--- config.mk ---
export PLATFORM = sky130hd
export DESIGN_NAME = fixed_point_requantizer
export DESIGN_NICKNAME = d
export VERILOG_FILES = /design/src/hw/requant_pkg.sv /design/src/hw/sample_buffer.sv /design/src/hw/fixed_point_requantizer.sv
export SDC_FILE = /design/constraint.sdc
export NUM_CORES = 1
export LEC_CHECK = 0
export BUFFER_PORTS_ARGS = -buffer_cell sky130_fd_sc_hd__buf_2
export CORE_ASPECT_RATIO = 1.5
export CORE_UTILIZATION = 65
export CTS_CLUSTER_DIAMETER = 80
export DETAILED_ROUTE_END_ITERATION = 8
export PLACE_DENSITY = 0.9
export SLEW_MARGIN = 15
export SYNTH_ARGS = -nofsm -noshare
export SYNTH_HDL_FRONTEND = slang
export SYNTH_SLANG_ARGS = --single-unit
export TNS_END_PERCENT = 50
--- constraint.sdc ---
create_clock -name core_clk -period 11 [get_ports core_clk]
set_clock_uncertainty 0.15 [all_clocks]
set_input_delay 2.2 -clock core_clk [delete_from_list [all_inputs] [get_ports core_clk]]
set_output_delay 2.2 -clock core_clk [all_outputs]
set_load 0.01 [all_outputs]
--- src/hw/requant_pkg.sv ---
package requant_pkg;
    // Input sample format
    localparam int IN_W = 16;
    localparam int IN_FRAC = 8;
    // Output sample format: total bits and binary point from bit zero
    localparam int OUT_W = 12;
    localparam int OUT_FRAC = 4;
    // Scale factor port width, signed two's complement
    localparam int SCALE_W = 6;
    // Working width; holds the largest left shift without loss
    localparam int WORK_W = 64;
    // Entries of the output buffer
    localparam int BUF_DEPTH = 2;
    // Cycles from input acceptance to output valid when not stalled
    localparam int LATENCY = 2;
    // Reset values
    localparam logic [WORK_W-1:0] WORK_RESET = 64'h0000000000000000;
    localparam logic [OUT_W-1:0] OUT_RESET = 12'h000;
endpackage

--- src/hw/sample_buffer.sv ---
`timescale 1ns/1ps
// Two-entry buffer so that a stall downstream never drops a sample
module sample_buffer #(
    parameter int WIDTH = 12,
    parameter int DEPTH = 2
) (
    input wire logic core_clk,
    input wire logic rst_n,
    input wire logic wr_valid,
    output logic wr_ready,
    input wire logic [WIDTH-1:0] wr_data,
    output logic rd_valid,
    input wire logic rd_ready,
    output logic [WIDTH-1:0] rd_data
);
    localparam int PW = (DEPTH > 1) ? $clog2(DEPTH) : 1;
    localparam int CW = $clog2(DEPTH + 1);

    logic [WIDTH-1:0] mem [DEPTH];
    logic [PW-1:0] wr_ptr;
    logic [PW-1:0] rd_ptr;
    logic [CW-1:0] count;
    logic push;
    logic pop;

    // Honest full and empty straight from the occupancy count
    assign wr_ready = (count != CW'(DEPTH));
    assign rd_valid = (count != '0);
    assign push = wr_valid && wr_ready;
    assign pop = rd_valid && rd_ready;
    assign rd_data = mem[rd_ptr];

    // Storage; no reset needed, entries are only read once written
    always_ff @(posedge core_clk) begin
        if (push) begin
            mem[wr_ptr] <= wr_data;
        end
    end

    // Pointers wrap at the depth
    always_ff @(posedge core_clk or negedge rst_n) begin
        if (!rst_n) begin
            wr_ptr <= '0;
            rd_ptr <= '0;
        end else begin
            if (push) begin
                wr_ptr <= (wr_ptr == PW'(DEPTH - 1)) ? '0 : wr_ptr + 1'b1;
            end
            if (pop) begin
                rd_ptr <= (rd_ptr == PW'(DEPTH - 1)) ? '0 : rd_ptr + 1'b1;
            end
        end
    end

    // Occupancy
    always_ff @(posedge core_clk or negedge rst_n) begin
        if (!rst_n) begin
            count <= '0;
        end else if (push && !pop) begin
            count <= count + 1'b1;
        end else if (pop && !push) begin
            count <= count - 1'b1;
        end
    end
endmodule

--- src/hw/fixed_point_requantizer.sv ---
`timescale 1ns/1ps
// Contract
// - Convert every sample to the configured output precision and binary point.
// - Accept signed two's complement or unsigned input samples.
// - Scaling only moves the binary point; container bits stay unchanged.
// - Output equals input times two to the signed integer scale k.
// - Missing fraction bits round to the nearest step, away from zero.
// - Exact halfway values take the candidate of larger magnitude.
// - Out-of-range results clamp to the most positive or negative value.
// - Output format is total bits plus binary point counted from bit zero.
module fixed_point_requantizer (
    input wire logic core_clk,
    input wire logic rst_n,
    input wire logic in_valid,
    output logic in_ready,
    input wire logic [requant_pkg::IN_W-1:0] in_data,
    input wire logic in_signed,
    input wire logic signed [requant_pkg::SCALE_W-1:0] scale_k,
    input wire logic out_signed,
    output logic out_valid,
    input wire logic out_ready,
    output logic [requant_pkg::OUT_W-1:0] out_data
);
    import requant_pkg::*;

    localparam int FRAC_DIFF = OUT_FRAC - IN_FRAC;
    localparam int SH_W = 8;

    logic signed [WORK_W-1:0] in_ext;
    logic signed [SH_W-1:0] shift;
    logic signed [SH_W-1:0] rshift;
    logic signed [WORK_W-1:0] half;
    logic signed [WORK_W-1:0] next_rounded;
    logic signed [WORK_W-1:0] rounded;
    logic stage_valid;
    logic stage_out_signed;
    logic stage_advance;
    logic buf_ready;
    logic signed [WORK_W-1:0] max_pos;
    logic signed [WORK_W-1:0] max_neg;
    logic [OUT_W-1:0] sat_data;

    // Extend the raw container by its own arithmetic type
    assign in_ext = in_signed ? WORK_W'(signed'(in_data))
                              : WORK_W'($unsigned(in_data));

    // Net shift of the integer pattern: scale plus change of fraction bits.
    // The container is never touched for scaling; only the point moves,
    // and the realignment into the output grid is what shifts.
    assign shift = SH_W'(scale_k) + SH_W'(FRAC_DIFF);
    assign rshift = -shift;
    assign half = (shift < 0) ? (WORK_W'(1) <<< (rshift - 1)) : WORK_W'(0);

    // Round half away from zero: negative values add one less than half,
    // so an exact tie on either sign lands on the larger magnitude.
    always_comb begin
        if (shift >= 0) begin
            next_rounded = in_ext <<< shift;
        end else if (in_ext < 0) begin
            next_rounded = (in_ext + half - WORK_W'(1)) >>> rshift;
        end else begin
            next_rounded = (in_ext + half) >>> rshift;
        end
    end

    // Single stage moves when it is empty or when the buffer can take its word
    assign stage_advance = !stage_valid || buf_ready;
    assign in_ready = stage_advance;

    // Scaled and rounded value; each sample stands alone
    always_ff @(posedge core_clk or negedge rst_n) begin
        if (!rst_n) begin
            rounded <= WORK_RESET;
            stage_out_signed <= 1'b0;
        end else if (stage_advance && in_valid) begin
            rounded <= next_rounded;
            stage_out_signed <= out_signed;
        end
    end

    // Stage occupancy
    always_ff @(posedge core_clk or negedge rst_n) begin
        if (!rst_n) begin
            stage_valid <= 1'b0;
        end else if (stage_advance) begin
            stage_valid <= in_valid;
        end
    end

    // Range of the output container by its arithmetic type
    assign max_pos = stage_out_signed ? ((WORK_W'(1) <<< (OUT_W - 1)) - WORK_W'(1))
                                      : ((WORK_W'(1) <<< OUT_W) - WORK_W'(1));
    assign max_neg = stage_out_signed ? -(WORK_W'(1) <<< (OUT_W - 1)) : WORK_W'(0);

    // Saturate after rounding, never wrap
    always_comb begin
        if (rounded > max_pos) begin
            sat_data = max_pos[OUT_W-1:0];
        end else if (rounded < max_neg) begin
            sat_data = max_neg[OUT_W-1:0];
        end else begin
            sat_data = rounded[OUT_W-1:0];
        end
    end

    // Output buffer carries back-pressure to the input
    sample_buffer #(
        .WIDTH(OUT_W),
        .DEPTH(BUF_DEPTH)
    ) u_out_buf (
        .core_clk(core_clk),
        .rst_n(rst_n),
        .wr_valid(stage_valid),
        .wr_ready(buf_ready),
        .wr_data(sat_data),
        .rd_valid(out_valid),
        .rd_ready(out_ready),
        .rd_data(out_data)
    );
endmodule

==> flow_summary.yaml, run 1 <==
floorplan:
  die_y_um: 212
  std_cell_rows: 76
  ios: 42
  initial_core_util_pct: 66.5
  die_w_um: 142
run_status:
  status: "did not finish"
  lastStage: "5_1_grt"
  error: "[ERROR GRT-0116] Global routing finished with congestion. Check the congestion regions in the DRC Viewer."
synth:
  synth.avg_cell_area_sq_um: 6.90
  synth_enable_flop_cells: 24
  yosys_warnings: 0
  synth_flop_cell: "dfrtp_1"
  synth-seq-area-share_pct: 12.9
  syn-num-nets: 2927
  synth_cells: 2776
  synth_seq_cells: 94
  synth_cell_types: 108
  async_flop_share_pct: 74.5
  netlist_area_sq_mm: 0.0191
clocking:
  cts_setup_buffers: 0
  cts.repair.resized: 0
  numCtsBuffers: 9
  cts-htree-levels: 3
  hold_buffers: 0
  cts_buffer_depth: 2
  cts.sinks: 94
  clock-root-buffer: "clkbuf_16"
grt:
  grt_max_degree: 78
  grt_pass1_wl_mm: 155
  gr-total-overflow: 334
  grt_pass1_vias: 25900
  grt_util_all_layers_pct: 64.6
placement:
  io_buffer_count: 41
  post-dp-hpwl_mm: 62.3
  finalWeightedCongestion: 1.45
  dp.cells: 3084
synthesized netlist by cell type, types with 27 or more instances:
cell      number  area (sq um)
inv_1         27           101
o22ai_1       43           269
a21o_1        60           450
nor3_1        87           435
nand4_1       72           450
nand3_1       66           330
dfrtp_1       70          1750
xnor2_1       66           578
o21ai_0      214          1070
ha_1         122          1530
a31oi_1       38           238
clkbuf_1     150           563
mux2i_1       57           571
nand2_1      295          1110
o21a_1        40           300
a211oi_1      51           383
o211ai_1      38           285
a21oi_1      228          1140
nor2_1       374          1400
mux2_2        31           349
nor4_1        37           231
kinds of logic after synthesis:
kind of cell | share of synthesized area [%]
flops | 12.9
mux | 5.82
simple gates | 27.5
xor+xnor | 4.29
compound gates | 36.8
fa+ha+maj | 8.08
buf+inv | 4.57
stage by stage:
step,cell area (sq um),hold WS (ps),setup slack (ps)
floorplan,19100,311,779
global placement,19700,326,310
detailed placement,19700,342,65.0
CTS,19900,353,422
metal layers:
layer,overflow,track usage (%)
met1,4,65.2
met2,203,83.1
met3,6,45.7
met4,119,64.5
met5,2,16.0
==> run 2, diff against run 1 <==
CORE_ASPECT_RATIO = default   (was 1.5)
CORE_UTILIZATION = 40   (was 65)
CTS_CLUSTER_DIAMETER = default   (was 80)
PLACE_DENSITY = default   (was 0.9)
PLACE_DENSITY_LB_ADDON = 0.15   (was default)
==> run 2 against run 1 <==
  * The flow now finishes, with violations (design-rule violations)
  * Synthesized area unchanged
  * Synthesized cell count unchanged
==> flow_summary.yaml, run 2 <==
floorplan:
  die_w_um: 221
  die_y_um: 221
  std_cell_rows: 79
  ios: 42
  initial_core_util_pct: 40.9
  die_area_sq_mm: 0.0488
  core_sq_mm: 0.0469
timing:
  final_max_slew_viol_count: 0
  max_freq_mhz: 94.6
  hold_viol: 0
  post-route-min-period_ps: 10570
  slew_headroom_pct: 23.9
  tightest_slew_ps: 1130
  tns_ps: 0
  rsz0062_at_grt: "no"
  setup_viol: 0
  finalCritPeriodShare_pct: 96.1
power_and_ir_drop:
  vdd_drop_max_v: 0.0000872
  power.leakage_nw: 8.15
  powerDensity_mw_per_mm2: 123
clocking:
  cts-htree-levels: 3
  hold_buffers: 0
  clk_latency_ps: 380
  cts_buffer_depth: 2
  numCtsBuffers: 9
  path_clk_slew_ps: 80
  clock-root-buffer: "clkbuf_16"
  cts.sinks: 94
  cts_tree: "done"
drt:
  vias: 23800
  antenna_left: 0
  drt_wl_total_mm: 98.6
  drt_iter0_drc: 3009
  route.detailed.drc: 1
  drt_pre_antenna_iters: 9
  vias_per_cell: 6.99
  routedWlPerCell_um: 29.0
grt:
  gr-total-overflow: 0
  grt_pass1_vias: 22600
  grt_max_degree: 78
  grt_util_all_layers_pct: 39.3
  antenna_found_initial: 0
  grt_pass1_wl_mm: 146
run_status:
  violations: "design-rule violations"
  status: "finished, violations left"
min_path:
  min_from: "u_out_buf.wr_ptr"
  hp-class: "reg2reg"
  holdPathStages: 1
  min_to: "u_out_buf.wr_ptr"
synth:
  synth_seq_cells: 94
  synth_enable_flop_cells: 24
  synth-seq-area-share_pct: 12.9
  synth.avg_cell_area_sq_um: 6.90
  synth_cells: 2776
  synth_top_cell_area_share_pct: 9.15
  netlist_area_sq_mm: 0.0191
  synth_area_leaders: "dfrtp_1 (9.1%), ha_1 (8.0%), nor2_1 (7.3%)"
  yosys_warnings: 0
  synth_cell_types: 108
  async_flop_share_pct: 74.5
  syn-num-nets: 2927
  synth_top_area_cell: "dfrtp_1"
  yosysMostFrequentCell: "nor2_1"
  synth_flop_cell: "dfrtp_1"
  yosys-top-cells-count: "nor2_1 (374), nand2_1 (295), a21oi_1 (228)"
placement:
  io_buffer_count: 41
  finalWeightedCongestion: 1.05
  post-dp-hpwl_mm: 79.2
  dp.cells: 3381
cells_and_area:
  final_cell_mix: "nor2_1 (372), nand2_1 (295), a21oi_1 (225)"
  area_growth_syn_to_layout_pct: 9.42
  reg.largest.list: "rounded x64, u_out_buf.mem x24, u_out_buf.count x2"
  final_common_cell: "nor2_1"
  largest_register: "rounded"
  drive_gt1_share_pct: 11.3
  num_antenna_cells: 0
  layout.cells.non_filler: 3400
  largest_reg_flops: 64
  final_nets: 2939
critical_path:
  crit_family: "compound AO/OA/AOI/OAI gates"
  required_ps: 11100
  slowest_stage: "a31oi_1"
  cp_num_buf_inv: 3
  crit_path_start: "scale_k[2]"
  reg2reg_depth: 19
  r2r_slack_ps: 6520
  path_max_fanout: 27
  reg2reg_to: "u_out_buf.mem[0][11]"
  cpPeakStageDelay_ps: 490
  crit_type: "in2reg"
  r2r_start: "stage_out_signed"
  crit_path_end_kind: "register"
  cp-start-kind: "input port"
  arrival_ps: 10670
run:
  drv_cap: 0
[run 2: final cells by class]
cell class                 instances  area (sq um)
fill                            4897         25900
inverter                          31           116
multi-input combinational       2463         15900
tap                              607           759
timing repair buffer             189          1320
clock buffer                       9           225
clock inverter                     7           145
sequential                        94          2470
[run 2: logic make-up after synthesis]
family                     Yosys count  share of synthesized area (%)
DFF                                 94                           12.9
AOI/OAI and AO/OA                 1039                           36.8
muxes                               97                           5.82
adders and majority gates          123                           8.08
xor gates and xnor gates            93                           4.29
and+or+nand+nor                   1111                           27.5
buffers and inverters              219                           4.57
[run 2: how the worst max path moves through the flow]
| stage | to | cells past startpoint |
|---|---|---|
| floorplan | rounded[20] | 33 |
| global placement | rounded[6] | 32 |
| detailed placement | rounded[6] | 32 |
| CTS | rounded[6] | 32 |
| global route | rounded[1] | 31 |
| finish | rounded[19] | 31 |
[run 2: where the power goes]
group / internal, mW / switching (mW)
logic: 0.543 / 0.967
registers: 0.503 / 0.155
clock network: 0.247 / 0.164
total: 1.29 / 1.29
[run 2: repair_timing]
| item | 4_1_cts | 5_1_grt |
|---|---|---|
| setup endpoints to repair | 0 | 16 |
| gates resized for setup | 0 | 6 |
| setup buffers | 0 | 3 |
[run 2: through the flow]
| stage | setup slack (ps) | cell area [sq um] | utilization, % | hold WS [ps] | power, mW |
|---|---|---|---|---|---|
| after global placement | 205 | 20500 | 43.8 | 325 | 2.10 |
| after global routing | 4.58 | 21000 | 44.7 | 403 | 2.73 |
| after CTS | 538 | 20900 | 44.6 | 349 | 2.54 |
| final | 430 | 21000 | 44.7 | 365 | 2.58 |
| after floorplan | 779 | 19100 | - | 311 | 1.56 |
| after detailed placement | 164 | 20500 | 43.8 | 339 | 2.13 |
[run 2: routing by layer]
layer	GRT usage, %	up-vias	wire (um)
li1	-	10700	-
met1	48.3	11500	39300
met2	64.9	1263	45000
met3	4.17	315	6740
met4	26.3	0	7570
met5	0	-	0
Power figures use the tool's default switching activity.
